--- src/inc/sfq_pkg.sv ---
package sfq_pkg;

    // Register byte offsets on the Wishbone slave
    localparam logic [7:0]  SFQ_ADR_CTRL   = 8'h00;
    localparam logic [7:0]  SFQ_ADR_BAUD   = 8'h04;
    localparam logic [7:0]  SFQ_ADR_STAT   = 8'h08;
    localparam logic [7:0]  SFQ_ADR_DATA   = 8'h0C;

    // Control field positions
    localparam int          SFQ_CTRL_RXEN  = 0;
    localparam int          SFQ_CTRL_NINE  = 1;
    localparam int          SFQ_CTRL_TWOSB = 2;
    localparam int          SFQ_CTRL_PAREN = 3;
    localparam int          SFQ_CTRL_PODD  = 4;
    localparam int          SFQ_CTRL_IRQEN = 5;

    // Status field positions
    localparam int          SFQ_STAT_FULL  = 0;
    localparam int          SFQ_STAT_FE    = 1;
    localparam int          SFQ_STAT_PE    = 2;
    localparam int          SFQ_STAT_OVR   = 3;
    localparam int          SFQ_STAT_BUSY  = 4;

    // Timing: bit period derived from clock and default line rate
    localparam int          SFQ_CLK_HZ     = 20_000_000;
    localparam int          SFQ_BAUD_BPS   = 115_200;
    localparam int          SFQ_BIT_CYC    = SFQ_CLK_HZ / SFQ_BAUD_BPS;
    localparam logic [15:0] SFQ_BAUD_RST   = 16'(SFQ_BIT_CYC);

    // Frame geometry
    localparam logic [3:0]  SFQ_BITS_8     = 4'h8;
    localparam logic [3:0]  SFQ_BITS_9     = 4'h9;
    localparam logic [3:0]  SFQ_BITS_QUIRK = 4'hA;

    typedef struct packed {
        logic irq_en;
        logic par_odd;
        logic par_en;
        logic two_stop;
        logic nine_bits;
        logic rx_en;
    } sfq_cfg_t;

    localparam sfq_cfg_t    SFQ_CFG_RST    = '0;

    typedef enum logic [2:0] {
        SFQ_IDLE,
        SFQ_START,
        SFQ_DATA,
        SFQ_PAR,
        SFQ_STOP1,
        SFQ_STOP2,
        SFQ_GHOST
    } sfq_state_t;

endpackage

--- src/hdl/sfq_bit_timer.sv ---
`timescale 1ns/10ps
module sfq_bit_timer
    import sfq_pkg::*;
#(
    parameter int W = 16
) (
    // Clock and reset
    input  wire logic         clk_i,
    input  wire logic         rst_i,
    // Control
    input  wire logic         restart_i,
    input  wire logic [W-1:0] div_i,
    // Mid-bit strobe
    output logic              mid_o
);

    typedef struct packed {
        logic [W-1:0] cnt;
    } sfq_tmr_t;

    sfq_tmr_t s;
    sfq_tmr_t next_s;

    // Free counter wrapping once per bit period; restart aligns to a start edge
    always_comb begin
        next_s = s;
        if (restart_i || (s.cnt >= div_i - W'(1))) begin
            next_s.cnt = '0;
        end else begin
            next_s.cnt = s.cnt + W'(1);
        end
    end

    always_ff @(posedge clk_i) begin
        if (rst_i) begin
            s <= '0;
        end else begin
            s <= next_s;
        end
    end

    // Sample point half a bit in, so edges of the line are avoided
    assign mid_o = (s.cnt == (div_i >> 1));

endmodule

--- src/hdl/sfq_rx.sv ---
`timescale 1ns/10ps
// Operation
// - In one-stop-bit format each received frame raises the full flag twice, the second time spuriously.
// - The spurious second full indication comes one bit period after the genuine one.
// - A next frame starting within one bit period of the previous one also raises a framing error.
// - A status read followed by a data read clears the full flag and the other flags; the data read returns the byte.
// - Nine data bits with two stop bits and no parity shifts the first stop bit into the data MSB, losing the LSB.
// - Nine data bits with two stop bits and parity takes the first stop bit as parity and shifts the LSB out.
module sfq_rx
    import sfq_pkg::*;
(
    // Clock and reset
    input  wire logic        clk_i,
    input  wire logic        rst_i,
    // Wishbone slave
    input  wire logic        wb_cyc_i,
    input  wire logic        wb_stb_i,
    input  wire logic        wb_we_i,
    input  wire logic [7:0]  wb_adr_i,
    input  wire logic [3:0]  wb_sel_i,
    input  wire logic [31:0] wb_dat_i,
    output logic      [31:0] wb_dat_o,
    output logic             wb_ack_o,
    // Serial line and interrupt
    input  wire logic        rxd_i,
    output logic             irq_o
);

    typedef struct packed {
        sfq_state_t  st;
        logic [8:0]  sh;
        logic [3:0]  bcnt;
        logic        acc;
        logic        fe_p;
        logic        pe_p;
        logic [8:0]  data;
        sfq_cfg_t    cfg;
        logic [15:0] div;
        logic        full;
        logic        fe;
        logic        pe;
        logic        ovr;
        logic        armed;
        logic        ack;
        logic [31:0] rdat;
        logic        irq;
        logic [15:0] gap;
    } sfq_top_t;

    sfq_top_t s;
    sfq_top_t next_s;

    logic        mid;
    logic        restart;
    logic        take;
    logic        stat_rd;
    logic        data_rd;
    logic        clear;
    logic        frame_set;
    logic        ghost_set;
    logic        quirk;
    logic [3:0]  target;
    logic [4:0]  stat_word;

    ////////////////////////////////////////////////////////////////////////////
    // Bit timing

    sfq_bit_timer #(
        .W         (16)
    ) u_timer (
        .clk_i     (clk_i),
        .rst_i     (rst_i),
        .restart_i (restart),
        .div_i     (s.div),
        .mid_o     (mid)
    );

    // Start edge seen while idle re-phases the bit timer
    assign restart = (s.st == SFQ_IDLE) && s.cfg.rx_en && !rxd_i;

    // Nine bits plus two stop bits makes the shifter run one bit long
    assign quirk  = s.cfg.nine_bits && s.cfg.two_stop;
    assign target = quirk ? SFQ_BITS_QUIRK : (s.cfg.nine_bits ? SFQ_BITS_9 : SFQ_BITS_8);

    ////////////////////////////////////////////////////////////////////////////
    // Bus decode

    assign take    = wb_cyc_i && wb_stb_i && !s.ack;
    assign stat_rd = take && !wb_we_i && (wb_adr_i == SFQ_ADR_STAT);
    assign data_rd = take && !wb_we_i && (wb_adr_i == SFQ_ADR_DATA);
    // Clearing needs the status read first; a lone data read leaves flags alone
    assign clear   = data_rd && s.armed;

    assign stat_word = {(s.st != SFQ_IDLE), s.ovr, s.pe, s.fe, s.full};

    ////////////////////////////////////////////////////////////////////////////
    // Next state: receiver, flags and register file

    always_comb begin
        next_s    = s;
        frame_set = 1'b0;
        ghost_set = 1'b0;
        next_s.gap = (s.gap == 16'hFFFF) ? s.gap : s.gap + 16'h0001;

        // Receiver sequence, advancing at mid-bit samples, except on leaving idle at a start edge
        unique case (s.st)
            SFQ_IDLE: begin
                if (restart) begin
                    next_s.st   = SFQ_START;
                    next_s.bcnt = '0;
                    next_s.acc  = 1'b0;
                    next_s.fe_p = 1'b0;
                    next_s.pe_p = 1'b0;
                end
            end
            SFQ_START: begin
                if (mid) begin
                    next_s.st = rxd_i ? SFQ_IDLE : SFQ_DATA; // Glitch rejected
                end
            end
            SFQ_DATA: begin
                if (mid) begin
                    next_s.sh   = {rxd_i, s.sh[8:1]};
                    next_s.acc  = s.acc ^ rxd_i;
                    next_s.bcnt = s.bcnt + 4'h1;
                    if (s.bcnt + 4'h1 == target) begin
                        if (s.cfg.par_en) begin
                            next_s.st = SFQ_PAR;
                        end else begin
                            next_s.st = quirk ? SFQ_STOP2 : SFQ_STOP1;
                        end
                    end
                end
            end
            SFQ_PAR: begin
                if (mid) begin
                    // In the long format this sample is really the first stop bit
                    next_s.pe_p = s.acc ^ rxd_i ^ s.cfg.par_odd;
                    next_s.st   = quirk ? SFQ_STOP2 : SFQ_STOP1;
                end
            end
            SFQ_STOP1: begin
                if (mid) begin
                    if (s.cfg.two_stop) begin
                        next_s.fe_p = s.fe_p | !rxd_i;
                        next_s.st   = SFQ_STOP2;
                    end else begin
                        next_s.fe_p = s.fe_p | !rxd_i;
                        frame_set   = 1'b1;
                        next_s.st   = SFQ_GHOST;
                    end
                end
            end
            SFQ_STOP2: begin
                if (mid) begin
                    next_s.fe_p = s.fe_p | !rxd_i;
                    frame_set   = 1'b1;
                    next_s.st   = SFQ_IDLE;
                end
            end
            SFQ_GHOST: begin
                // Blind for one bit: a start edge here is missed, so frames need a gap
                if (mid) begin
                    ghost_set = 1'b1;
                    next_s.st = SFQ_IDLE;
                end
            end
        endcase

        if (!s.cfg.rx_en) begin
            next_s.st = SFQ_IDLE;
        end

        // Received byte lands in the data register; 8-bit frames sit high in the shifter
        if (frame_set) begin
            next_s.data = s.cfg.nine_bits ? next_s.sh : {1'b0, next_s.sh[8:1]};
            next_s.gap  = 16'h0001;
        end

        // Sticky flags: a new set beats a clear in the same cycle, except overrun, which a coinciding clear suppresses
        next_s.full = (s.full & !clear) | frame_set | ghost_set;
        next_s.fe   = (s.fe & !clear) | (frame_set & next_s.fe_p)
                    | (ghost_set & !rxd_i);
        next_s.pe   = (s.pe & !clear) | (frame_set & next_s.pe_p);
        next_s.ovr  = (s.ovr & !clear) | (frame_set & s.full & !clear);

        // Status read arms the clear, data read consumes it
        if (stat_rd) begin
            next_s.armed = 1'b1;
        end else if (data_rd) begin
            next_s.armed = 1'b0;
        end

        // Wishbone: one-cycle registered answer, unmapped reads give zero
        next_s.ack = take;
        if (take && !wb_we_i) begin
            unique case (wb_adr_i)
                SFQ_ADR_CTRL: next_s.rdat = {26'h0000000, s.cfg};
                SFQ_ADR_BAUD: next_s.rdat = {16'h0000, s.div};
                SFQ_ADR_STAT: next_s.rdat = {27'h0000000, stat_word};
                SFQ_ADR_DATA: next_s.rdat = {23'h000000, s.data};
                default:      next_s.rdat = 32'h00000000;
            endcase
        end
        if (take && wb_we_i) begin
            if ((wb_adr_i == SFQ_ADR_CTRL) && wb_sel_i[0]) begin
                next_s.cfg.rx_en     = wb_dat_i[SFQ_CTRL_RXEN];
                next_s.cfg.nine_bits = wb_dat_i[SFQ_CTRL_NINE];
                next_s.cfg.two_stop  = wb_dat_i[SFQ_CTRL_TWOSB];
                next_s.cfg.par_en    = wb_dat_i[SFQ_CTRL_PAREN];
                next_s.cfg.par_odd   = wb_dat_i[SFQ_CTRL_PODD];
                next_s.cfg.irq_en    = wb_dat_i[SFQ_CTRL_IRQEN];
            end
            if ((wb_adr_i == SFQ_ADR_BAUD) && wb_sel_i[0]) begin
                next_s.div[7:0] = wb_dat_i[7:0];
            end
            if ((wb_adr_i == SFQ_ADR_BAUD) && wb_sel_i[1]) begin
                next_s.div[15:8] = wb_dat_i[15:8];
            end
        end

        // Interrupt follows the flag, so it holds until the clearing sequence
        next_s.irq = next_s.full & next_s.cfg.irq_en;
    end

    always_ff @(posedge clk_i) begin
        if (rst_i) begin
            s      <= '0;
            s.st   <= SFQ_IDLE;
            s.cfg  <= SFQ_CFG_RST;
            s.div  <= SFQ_BAUD_RST;
        end else begin
            s <= next_s;
        end
    end

    assign wb_dat_o = s.rdat;
    assign wb_ack_o = s.ack;
    assign irq_o    = s.irq;
endmodule

--- config.mk ---
export PLATFORM = sky130hd
export DESIGN_NAME = sfq_rx
export DESIGN_NICKNAME = d
export VERILOG_FILES = /design/src/inc/sfq_pkg.sv /design/src/hdl/sfq_bit_timer.sv /design/src/hdl/sfq_rx.sv
export SDC_FILE = /design/constraint.sdc
export NUM_CORES = 1
export LEC_CHECK = 0
export ABC_AREA = 1
export BUFFER_PORTS_ARGS = -buffer_cell sky130_fd_sc_hd__buf_4
export CAP_MARGIN = 25
export CORE_UTILIZATION = 55
export CTS_CLUSTER_DIAMETER = 120
export DETAILED_ROUTE_END_ITERATION = 6
export MAX_ROUTING_LAYER = met4
export PLACE_DENSITY_LB_ADDON = 0.3
export SLEW_MARGIN = 20
export SYNTH_ARGS = -nofsm -noshare
export SYNTH_HDL_FRONTEND = slang
export SYNTH_SLANG_ARGS = --single-unit
--- constraint.sdc ---
create_clock -name clk_i -period 5.72 [get_ports clk_i]
set_input_delay 1.43 -clock clk_i [delete_from_list [all_inputs] [get_ports clk_i]]
set_output_delay 1.43 -clock clk_i [all_outputs]
set_load 0.01 [all_outputs]
# Word level (Yosys, flattened, before mapping)

Cells that the tools add are included.

Register bits: 105
Word-level logic and storage cells: 132
Output and inout port bits: 34

Bitwise logic cells: 20
Add/sub/neg operators: 3
Eq/ne operators: 18
Muxes and demuxes: 34
$lt $le $gt $ge: 1
Reductions and logical operators: 32

Operators by type and width:

| cell                  | count |
|---|---|
| $pmux 16 s4           | 1 |
| $mux 22               | 1 |
| $mux 3                | 7 |
| $mux 9                | 2 |
| $pmux 3 s6            | 1 |
| $mux 17               | 1 |
| $add 16x1->16 const B | 1 |
| $eq 16x15->1          | 1 |
| $eq 8x4->1 const B    | 2 |
| $ge 16x16->1          | 1 |
| $mux 8                | 2 |
| $sub 16x1->16 const B | 1 |
| $logic_and 1x1->1     | 13 |
| $and 1x1->1           | 10 |
| $mux 1                | 10 |
| $ne 2x2->1 const B    | 5 |
| $pmux 5 s2            | 1 |
| $eq 3x3->1 const B    | 3 |
| $eq 8x3->1 const B    | 1 |
| $logic_not 8->1       | 1 |
| $reduce_or 2->1       | 4 |
| $mux 7                | 1 |
| $or 1x1->1            | 7 |
| $reduce_and 7->1      | 1 |
| 17 further kinds      | 30 |

# Logic depth before layout (Yosys ltp)

Gate-level depths: netlist (run 1).

Depth in word-level cells: 10
Depth in mapped cells: 17
Gate-level depth less buffers: 16

# Cells and area by module

Synthesis (run 1) repeated with hierarchy kept, for this count alone.

Cells, all modules: 757
Area total of the unflattened synthesis: 5,391.4 um^2

Modules (own cells, without submodules):

| module        | area each (um^2) | sequential area each (um^2) | cells an instance | instances |
|---|---|---|---|---|
| sfq_rx        | 3,767.4          | 1,461.4                     | 518               | 1 |
| sfq_bit_timer | 1,624.1          | 320.3                       | 239               | 1 |

# Least setup slack after synthesis (run 1)

No wires, ideal clock.

Path kind: reg2reg
Start point: reg s[56] (netlist bit)
End point: reg u_timer.s[10] (netlist bit)
Buffers on the path: 1
Slack: 2.862 ns
Stages on the path, launching flop included: 18
Clock period less this slack: 2.858 ns
Arrival time: 2.726 ns
Required time: 5.588 ns
Path through: dfxtp_1 -> inv_1 -> nand2_1 -> nor2_1 -> nand3b_1 -> nor3_1 -> nand2_1 -> nor2_1 -> nand3_1 -> xor2_1 -> inv_1 -> ha_1 -> nand4_1 -> nor3_1 -> nand3_1 -> nand4_1 -> clkbuf_1 -> nor3_1

Cells in the longest elaborated chain, start to end: 4

RTL lines:

| item                      | line                | RTL |
|---|---|---|
| start, declared           | sfq_rx.sv:50        | `sfq_top_t s;` |
| start signal, assigned    | sfq_rx.sv:233       | `s <= next_s;` |
| $sub 16x1->16             | sfq_bit_timer.sv:27 | `if (restart_i \|\| (s.cnt >= div_i - W'(1))) begin` |
| $ge 16x16->1              | sfq_bit_timer.sv:27 |  |
| $logic_or 1x1->1          | sfq_bit_timer.sv:27 |  |
| $reduce_or 2->1 (no line) | -                   |  |
| end signal, assigned      | sfq_bit_timer.sv:38 | `s <= next_s;` |
| end, declared             | sfq_bit_timer.sv:21 | `sfq_tmr_t s;` |

No other way between the ends.
A chain may end at the register's enable or synchronous reset.

# Worst setup path in the final report (run 1)

Start point: reg s[56] (netlist bit)
End point: reg u_timer.s[14] (netlist bit)

Same word-level chain as after synthesis.

==> results.md, run 1 <==
* Core Box Area at 0.00889 mm2
* Yosys Warn Count at 0
* Unique cell type count in the Yosys netlist at 35
* Hold EP: wb_dat_o[11]
* Post-DP HPWL at 8910 um
* Vias in the first global route at 4273
* Detailed Route WL at 12000 um
* Global-route wire length before repair at 20100 um
* Worst path bufs/invs at 2
* RR Startpoint: s[56]
* Clk root buf: clkbuf_8
* ANT nets after route at 0
* Fin Hold WS at 0.472 ns
* Top FF cell, synth: dfxtp_1
* Measured slew at the worst slew-check pin at 0.929 ns
* DRC at 0
* Synth top area share at 34.6%
* Pin count of the biggest net entering global routing at 61
* Gpl congestion at 0.866
* Core Util, Final at 62.8%
* Die Ht at 98.8 um
* Max-slew violations at 0
* Leak Pwr at 2.47 nW
* Chip Width at 98.8 um
* H-tree depth at 3
* Sink Count at 89
* Total power at 1.10 mW
* Drt pass-1 iters at 5
* I/O Pins at 84
* Worst path slowest cell: nand4_1
* Status: completed
* Post-route setup TNS at 0 ns
* Initial drt markers at 253
* Crit-path leading delay family: simple AND/OR/NAND/NOR gates
* GRT Overall Usage at 26.3%
* Pwr dens at 198 mW/mm2
* FP Rows at 34
* Clk slew on worst S/H paths at 0.11 ns
* Arrival time at the worst endpoint at 3.93 ns
* Post-CTS Repair Setup Buffers at 0
* Synth top area cells: dfxtp_1 (35%), nand2_1 (14%), inv_1 (5.8%)
* Startpoint types: register
* Register-to-Register Path Depth at 16
* Min cycle time layout at 3.65 ns
* Post-synthesis cell count at 752
* Tcrit/Tclk final at 63.8%
* Synthesized area per cell at 6.85 um2
* Clk Latency, worst-skew pair at 0.36 ns
* Largest area contributor in the netlist: dfxtp_1
* Sequential area share after synthesis at 34.6%
* IO Port Bufs at 49
* Via-to-Cell Ratio at 5.41
* FF+latch count, synth at 89
* Cell area after synthesis at 0.00515 mm2
* Via count at 4813
* Die area at 0.00976 mm2
* Maximum VDD drop at 131 uV
* Worst Min Path Start: wb_dat_o[11]
* Hold buffers post-CTS at 0
* Final setup viols at 0
* RSZ-0062 raised after global routing: false
* CP cell instances: inv_1 -> nand2_1 -> nor2_1 -> nand3b_1 -> nor3_1 -> nand2_1 -> nor2_1 -> nand3_1 -> xor2_1 -> inv_1 -> ha_1 -> a21oi_1 -> o21ai_0 -> a21oi_1 -> nand4_1 -> nor3_1
* Max_cap viols at 0
* Relative slew margins at 38.0%
* CTS max path bufs at 2
* CTS buffer count at 9
* Post-synth ARST share at 0%
* CP peak stage delay at 0.56 ns
* Layout Nets at 846
* Reg2Reg Setup Slack at 2.07 ns
* Routed wire per std cell at 13.4 um
* TritonCTS clock tree: yes
* Starting density of the core at 58.0%
* Reg-to-reg critical path endpoint: u_timer.s[14]
* CP max FO at 16
* Max Freq at 274 MHz
* WHS Path Cells at 2
* Initial antenna violation count at 0
* Final-report hold violation count at 0
* Setup Crit Path Kind: reg2reg
* Hold Path Class: reg2reg
* CP required at 5.99 ns
* Skew final at 0.0142 ns
* Crit path capture type: register
* Filler cell count at 820
* Post-CTS Resized at 0
* Top-count cell post-synth: nand2_1
* Ratio of cells with drive above 1 in the final layout at 13.0%
* Global route total overflow at 0
* ANT cells at 0
* Synth cell count leaders: nand2_1 (188), dfxtp_1 (89), inv_1 (79)
* Post-synth EDFFs at 0
* Area grow syn2layout at 8.30%
## per-layer routing
layer | GRT usage (%) | up-vias | routed length, um
met4 | 9.18 | 0 | 245
met2 | 40.9 | 174 | 5380
li1 | - | 2419 | -
met5 | - | - | 0
met1 | 35.2 | 2195 | 5640
met3 | 3.26 | 25 | 696
## worst max path at each step
stage,startpoint,endpoint,slack (ns),depth (start not counted)
floorplan,s[56],u_timer.s[10],2.86,17
global placement,s[56],u_timer.s[15],2.28,16
detailed placement,s[56],u_timer.s[10],2.12,16
CTS,s[56],u_timer.s[3],2.10,16
global route,s[56],u_timer.s[11],1.54,16
finish,s[56],u_timer.s[14],2.07,16
## logic make-up after synthesis
logic type	count (synthesis)	synth area share, %
buffers and inverters	142	13.0
other	1	0.0727
xor gates and xnor gates	31	5.27
adders and majority gates	19	4.61
and+or+nand+nor	366	31.7
DFF	89	34.6
AOI/OAI and AO/OA	104	10.8
## worst min-delay path, delay by kind of cell (launching register included)
family	cells	cell delay, ns
and+or+nand+nor	1	0.06
AOI/OAI and AO/OA	1	0.05
DFF	1	0.33
## stage by stage
step	instances	cell area, um2	setup slack (ns)
detailed placement	873	5380	2.12
global route	890	5580	1.54
finish	890	5580	2.07
floorplan	767	5210	2.86
global placement	873	5380	2.28
CTS	889	5580	2.10
## layout by cell type, fill, tap and decap left out, drive strengths merged
master / n
nand2: 195
inv: 93
dfxtp: 89
nor2: 72
a21oi: 52
nand3: 50
buf: 49
o21ai: 38
xor2: 27
nor3: 24
ha: 19
nand4: 17
conb: 16
clkbuf: 10
o211ai: 6
xnor2: 4
or2: 4
clkinv: 4
o22ai: 3
nand3b: 2
o31ai: 2
and3: 1
a32oi: 1
nor4: 1
o41ai: 1
o21bai: 1
clkinvlp: 1
## area by class of cell
type / count / area, um2 / share of cell area, %
Clock buffer: 9 / 124 / 2.22
Clock inverter: 7 / 70.1 / 1.26
Inverter: 91 / 342 / 6.12
Multi-Input combinational cell: 536 / 2760 / 49.4
Sequential cell: 89 / 1780 / 31.9
Tap cell: 108 / 135 / 2.42
Timing Repair Buffer: 50 / 373 / 6.68
## power breakdown
| group | total (mW) | internal [mW] | switching [mW] |
|---|---|---|---|
| clock | 0.426 | 0.170 | 0.256 |
| combinational | 0.0536 | 0.0207 | 0.0328 |
| sequential | 0.624 | 0.621 | 0.00282 |
| total | 1.10 | 0.812 | 0.291 |
## registers in the layout, indices dropped and copies added (netlist names)
| signal | flops |
|---|---|
| s | 55 |
| u_timer.s | 16 |
| wb_dat_o | 16 |
| irq_o | 1 |
| wb_ack_o | 1 |
No activity file was read; power rests on OpenSTA's default activity.
==> inputs of run 2 (changes only) <==
--- a/config.mk
+++ b/config.mk
@@ -8,7 +8,7 @@
 export ABC_AREA = 1
 export BUFFER_PORTS_ARGS = -buffer_cell sky130_fd_sc_hd__buf_4
 export CAP_MARGIN = 25
-export CORE_UTILIZATION = 55
+export CORE_UTILIZATION = 52
 export CTS_CLUSTER_DIAMETER = 120
 export DETAILED_ROUTE_END_ITERATION = 6
 export MAX_ROUTING_LAYER = met4
==> constraint.sdc (replaced) <==
create_clock -name clk_i -period 3.34 [get_ports clk_i]
set_input_delay 0.835 -clock clk_i [delete_from_list [all_inputs] [get_ports clk_i]]
set_output_delay 0.835 -clock clk_i [all_outputs]
set_load 0.01 [all_outputs]
==> results.md, run 2 (synthesis gave the netlist of run 1 again) <==
* H-tree depth at 3
* CP peak stage delay at 0.32 ns
* Measured slew at the worst slew-check pin at 0.507 ns
* Max Freq at 344 MHz
* Post-Layout Cell Count at 917
* Min cycle time layout at 2.91 ns
* FP Rows at 35
* Starting density of the core at 54.8%
* Post-CTS Resized at 0
* Startpoint types: register
* RR Startpoint: s[56]
* Sink Count at 89
* Maximum VDD drop at 203 uV
* Max_cap viols at 0
* Initial antenna violation count at 0
* Global Route met3 Usage at 2.97%
* I/O Pins at 84
* Cells after DPL at 901
* Worst path most repeated cell: nor3_1
* Vias in the first global route at 4315
* Worst path slowest cell: dfxtp_1
* Drt pass-1 iters at 5
* CP cell instances: inv_1 -> ha_1 -> nand2_1 -> nor3_1 -> nand3_1 -> nor3_1 -> xor2_1 -> inv_1 -> ha_1 -> nand4_1 -> nor3_2 -> nand3_1 -> nand4_1 -> buf_4 -> nor3_1
* CP required at 3.57 ns
* Hold Path Class: reg2reg
* Post-DP HPWL at 9090 um
* CP max FO at 16
* Status: completed
* Met1 Use GR at 33.0%
* TritonCTS clock tree: yes
* ANT nets after route at 0
* IO Port Bufs at 49
* Core Util, Final at 60.4%
* Crit-path leading delay family: simple AND/OR/NAND/NOR gates
* Global route total overflow at 0
* Placement Setup Slack at 0.339 ns
* Post-CTS Repair Setup Buffers at 0
* Routed wire per std cell at 13.3 um
* Gpl congestion at 0.905
* Die Ht at 102 um
* Crit path capture type: register
* Die area at 0.0103 mm2
* Global route hottest layer: met2
* Post-route setup TNS at 0 ns
* Worst Min Path Start: wb_dat_o[7]
* Final setup viols at 0
* GRT Overall Usage at 25.6%
* CTS buffer count at 9
* Worst path bufs/invs at 3
* Clk slew on worst S/H paths at 0.10 ns
* Max-slew violations at 0
* Tcrit/Tclk final at 87.1%
* Hold buffers post-CTS at 0
* Via-to-Cell Ratio at 5.27
* Detailed Route WL at 12200 um
* Placed Area at 0.00546 mm2
* Global-route wire length before repair at 20200 um
* Max reg flops at 55
* Arrival time at the worst endpoint at 3.14 ns
* Biggest register: s
* ANT cells at 0
* Setup Crit Path Kind: reg2reg
* Chip Width at 102 um
* Skew final at 0.0128 ns
* Pwr dens at 344 mW/mm2
* Leak Pwr at 2.51 nW
* Most frequent cells in the layout: nand2_1 (188), dfxtp_1 (89), inv_1 (79), nor2_1 (59), buf_4 (56)
* Ratio of cells with drive above 1 in the final layout at 14.1%
* Final WS setup at 0.432 ns
* CTS max path bufs at 2
* Via count at 4831
* Final-report hold violation count at 0
* RSZ-0062 raised after global routing: false
* Area grow syn2layout at 10.3%
* Core Box Area at 0.00942 mm2
* DRC at 0
* Initial drt markers at 293
* Pin count of the biggest net entering global routing at 45
* Relative slew margins at 66.1%
* Worst Setup SP: s[56]
* GR Util met2 at 41.8%
* Clk Latency, worst-skew pair at 0.37 ns
* Layout Nets at 852
* Design Area, Final at 0.00569 mm2
* Clk root buf: clkbuf_8
* Most common cell after layout, fill and taps aside: nand2_1
==> run 2: changes by cell type in the layout (fill, tap and decap cells not counted) <==
cell / previous run / this run
bufinv_16: 0 / 1
nor3_2: 0 / 2
buf_4: 49 / 56
inv_8: 1 / 2
clkinv_4: 1 / 2
nor2_1: 60 / 59
nor3_1: 24 / 22
clkinv_8: 1 / 0
nor2_2: 7 / 8
clkbuf_2: 1 / 0
inv_6: 3 / 1
==> run 2: cell type report <==
cell class                 count  area (um2)
timing repair buffer          56         420
sequential                    89        1780
clock buffer                   9         124
multi-input combinational    536        2770
inverter                      91         342
clock inverter                 7        86.3
fill                         874        3730
tap                          129         161
==> run 2: worst paths after layout <==
path                        to  cells past startpoint  slack [ns]
hold / removal     wb_dat_o[7]                      2        0.47
hold reg to reg    wb_dat_o[7]                      2        0.47
setup reg to reg  u_timer.s[5]                     15        0.43
setup / recovery  u_timer.s[5]                     15        0.43
==> run 2: tightest hold or removal path: stages (launching register included) <==
cell and delay [ns]:
dfxtp_1 0.33, nand2_1 0.06, a21oi_1 0.05
==> run 2: per-stage QoR <==
| step | power [mW] | hold slack (ns) |
|---|---|---|
| floorplan | 1.16 | 0.429 |
| global placement | 1.19 | 0.457 |
| detailed placement | 1.19 | 0.458 |
| CTS | 1.97 | 0.477 |
| global route | 2.03 | 0.495 |
| finish | 1.96 | 0.473 |
==> run 2: metal layers <==
metal	wire [um]	share of wire, %
met5	0	0
met4	225	1.8
met3	855	7.0
met2	5650	46
met1	5500	45
==> run 2: power by group <==
part	internal [mW]	leakage, nW	total [mW]	switching, mW
clock network	0.362	0.104	0.792	0.430
registers	1.06	0.717	1.07	0.00509
logic	0.0375	1.69	0.0946	0.0570
total	1.46	2.51	1.96	0.492
==> inputs of run 3 (changes only) <==
--- a/config.mk
+++ b/config.mk
@@ -5,10 +5,10 @@
 export SDC_FILE = /design/constraint.sdc
 export NUM_CORES = 1
 export LEC_CHECK = 0
-export ABC_AREA = 1
 export BUFFER_PORTS_ARGS = -buffer_cell sky130_fd_sc_hd__buf_4
 export CAP_MARGIN = 25
-export CORE_UTILIZATION = 52
+export CORE_UTILIZATION = 55
+export CTS_BUF_LIST = sky130_fd_sc_hd__clkbuf_16
 export CTS_CLUSTER_DIAMETER = 120
 export DETAILED_ROUTE_END_ITERATION = 6
 export MAX_ROUTING_LAYER = met4
==> constraint.sdc (replaced) <==
create_clock -name clk_i -period 3.6 [get_ports clk_i]
set_input_delay 0.9 -clock clk_i [delete_from_list [all_inputs] [get_ports clk_i]]
set_output_delay 0.9 -clock clk_i [all_outputs]
set_load 0.01 [all_outputs]
==> results.md, run 3 <==
* Max-slew violations at 0
* Via count at 4046
* Top FF cell, synth: dfxtp_1
* CP max FO at 16
* Setup Crit Path Kind: reg2reg
* Global route total overflow at 0
* Ratio of cells with drive above 1 in the final layout at 16.5%
* Hold buffers post-CTS at 0
* Most frequent cells in the layout: dfxtp_1 (89), nor2_1 (83), buf_4 (58), nand2_1 (44), mux2i_1 (42)
* Gpl congestion at 0.846
* Post-DP HPWL at 7820 um
* Final-report hold violation count at 0
* Final setup viols at 0
* GRT Overall Usage at 24.7%
* Post-synthesis cell count at 571
* Leak Pwr at 2.15 nW
* Initial drt markers at 198
* Detailed Route WL at 11000 um
* Reg area at 0.00178 mm2
* IO Port Bufs at 49
* Startpoint types: register
* FP Rows at 34
* Largest area contributor in the netlist: dfxtp_1
* I/O Pins at 84
* Initial antenna violation count at 0
* Sink Count at 89
* H-tree depth at 3
* Max_cap viols at 0
* Die area at 0.00950 mm2
* Hold Path Class: reg2reg
* FF+latch count, synth at 89
* Drt pass-1 iters at 5
* Metal-1 WL at 5110 um
* CTS buffer count at 9
* Die Ht at 97.5 um
* Skew final at 0.00916 ns
* Max Freq at 313 MHz
* Post-synth EDFFs at 0
* Routed wire per std cell at 15.5 um
* Pin count of the biggest net entering global routing at 58
* Global-route wire length before repair at 18400 um
* Arrival time at the worst endpoint at 3.47 ns
* Sequential area share after synthesis at 35.6%
* Synthesized area per cell at 8.78 um2
* Unique cell type count in the Yosys netlist at 64
* CTS max path bufs at 2
* ANT cells at 0
* Starting density of the core at 57.2%
* Core Box Area at 0.00876 mm2
* Clk root buf: clkbuf_16
* Cell area after synthesis at 0.00501 mm2
* Synth top area cells: dfxtp_1 (36%), mux2i_1 (8.4%), nor2_1 (6.2%)
* Min cycle time layout at 3.19 ns
* Filler cell count at 734
* Chip Width at 97.5 um
* Via-to-Cell Ratio at 5.71
* ANT nets after route at 0
* Layout Nets at 664
* RSZ-0062 raised after global routing: false
* Crit path capture type: register
* Yosys Warn Count at 0
* Synth top area share at 35.6%
* Relative slew margins at 43.8%
* DRC at 0
* Clk slew on worst S/H paths at 0.07 ns
* CP required at 3.88 ns
* Tcrit/Tclk final at 88.7%
* Measured slew at the worst slew-check pin at 0.840 ns
* Pwr dens at 367 mW/mm2
* Max reg flops at 55
* Area grow syn2layout at 11.0%
* Biggest register: s
* Clk Latency, worst-skew pair at 0.35 ns
* Core Util, Final at 63.5%
* Metal3 WL at 597 um
* Synth cell count leaders: dfxtp_1 (89), nor2_1 (83), nand2_1 (44)
* Total power at 2.04 mW
* Post-synth ARST share at 0%
* Vias in the first global route at 3808
* Met2 Routed Length at 5090 um
* Multi-input logic area at 0.00285 mm2
* Top-count cell post-synth: dfxtp_1
* Status: completed
* Post-route setup TNS at 0 ns
* TritonCTS clock tree: yes
* Maximum VDD drop at 264 uV
* Most common cell after layout, fill and taps aside: dfxtp_1
* DR top layer: met4
==> run 3: cell count changes after synthesis, moves of 8 or more <==
cell and change:
a21oi_1 -32, and3_1 +8, inv_1 -65, inv_2 -9, mux2_2 +9, mux2i_1 +42, nand2_1 -144, nand3_1 -28
nand4_1 -14, nor2_1 +23, nor3_1 -10, o21ai_0 -31, xnor2_1 +15
==> run 3: area by class of cell <==
class	count	share of cell area (%)
repair buffers	58	7.83
clock buffers	9	4.05
well taps	108	2.43
flip-flops and latches	89	32.0
multi-input cells	422	51.2
clock inverters	7	1.42
inverters	15	1.01
==> run 3: final timing paths <==
check,from,end,slack (ns),cells after the start
worst max-delay path,s[57],u_timer.s[2],0.41,11
worst min-delay path,wb_dat_o[13],wb_dat_o[13],0.45,2
worst max register to register,s[57],u_timer.s[2],0.41,11
worst min register to register,wb_dat_o[13],wb_dat_o[13],0.45,2
==> run 3: cells by family (layout without fill, tap and decap cells) <==
kind of cell | count (synthesis) | count (layout) | share of synthesized area [%]
flops | 89 | 89 | 35.6
simple gates | 210 | 210 | 20.2
fa+ha+maj | 20 | 20 | 4.94
buf+inv | 75 | 89 | 8.86
compound gates | 75 | 75 | 10.1
mux | 55 | 55 | 12.2
xor+xnor | 46 | 46 | 8.04
other cells | 1 | 16 | 0.0748
==> run 3: metrics by stage <==
stage | setup WS [ns] | cell area [um2] | cells | hold slack (ns)
floorplan | 0.599 | 5070 | 586 | 0.432
detailed placement | 0.262 | 5250 | 691 | 0.448
finish | 0.409 | 5560 | 708 | 0.454
global placement | 0.392 | 5250 | 691 | 0.442
global route | 0.0954 | 5560 | 708 | 0.482
CTS | 0.245 | 5550 | 707 | 0.457
==> run 3: repair_timing <==
item	CTS	global route
resized for setup	0	0
buffers inserted	0	1
endpoints found under the setup margin	0	10
==> run 3: metal layers <==
layer | GRT usage [%] | vias to the layer above
met2 | 37.5 | 127
met5 | - | -
li1 | - | 2000
met4 | 7.58 | 0
met1 | 33.5 | 1900
met3 | 4.32 | 19
==> run 3: worst max-delay path, cell delays in order, from the launching register on <==
cell and delay [ns]:
dfxtp_1 0.41, nor4_1 0.38, nand2_1 0.18, or3_1 0.41, nor4_1 0.25, xnor2_1 0.17
ha_1 0.26, a21o_1 0.17, a2111oi_0 0.48, o21ai_2 0.10, buf_4 0.21, nor2_1 0.11
==> run 3: power breakdown <==
group | total, mW | internal, mW | leakage (nW) | switching (mW)
registers | 0.993 | 0.988 | 0.717 | 0.00547
logic | 0.0938 | 0.0397 | 1.29 | 0.0541
clock network | 0.957 | 0.545 | 0.146 | 0.412
total | 2.04 | 1.57 | 2.15 | 0.472
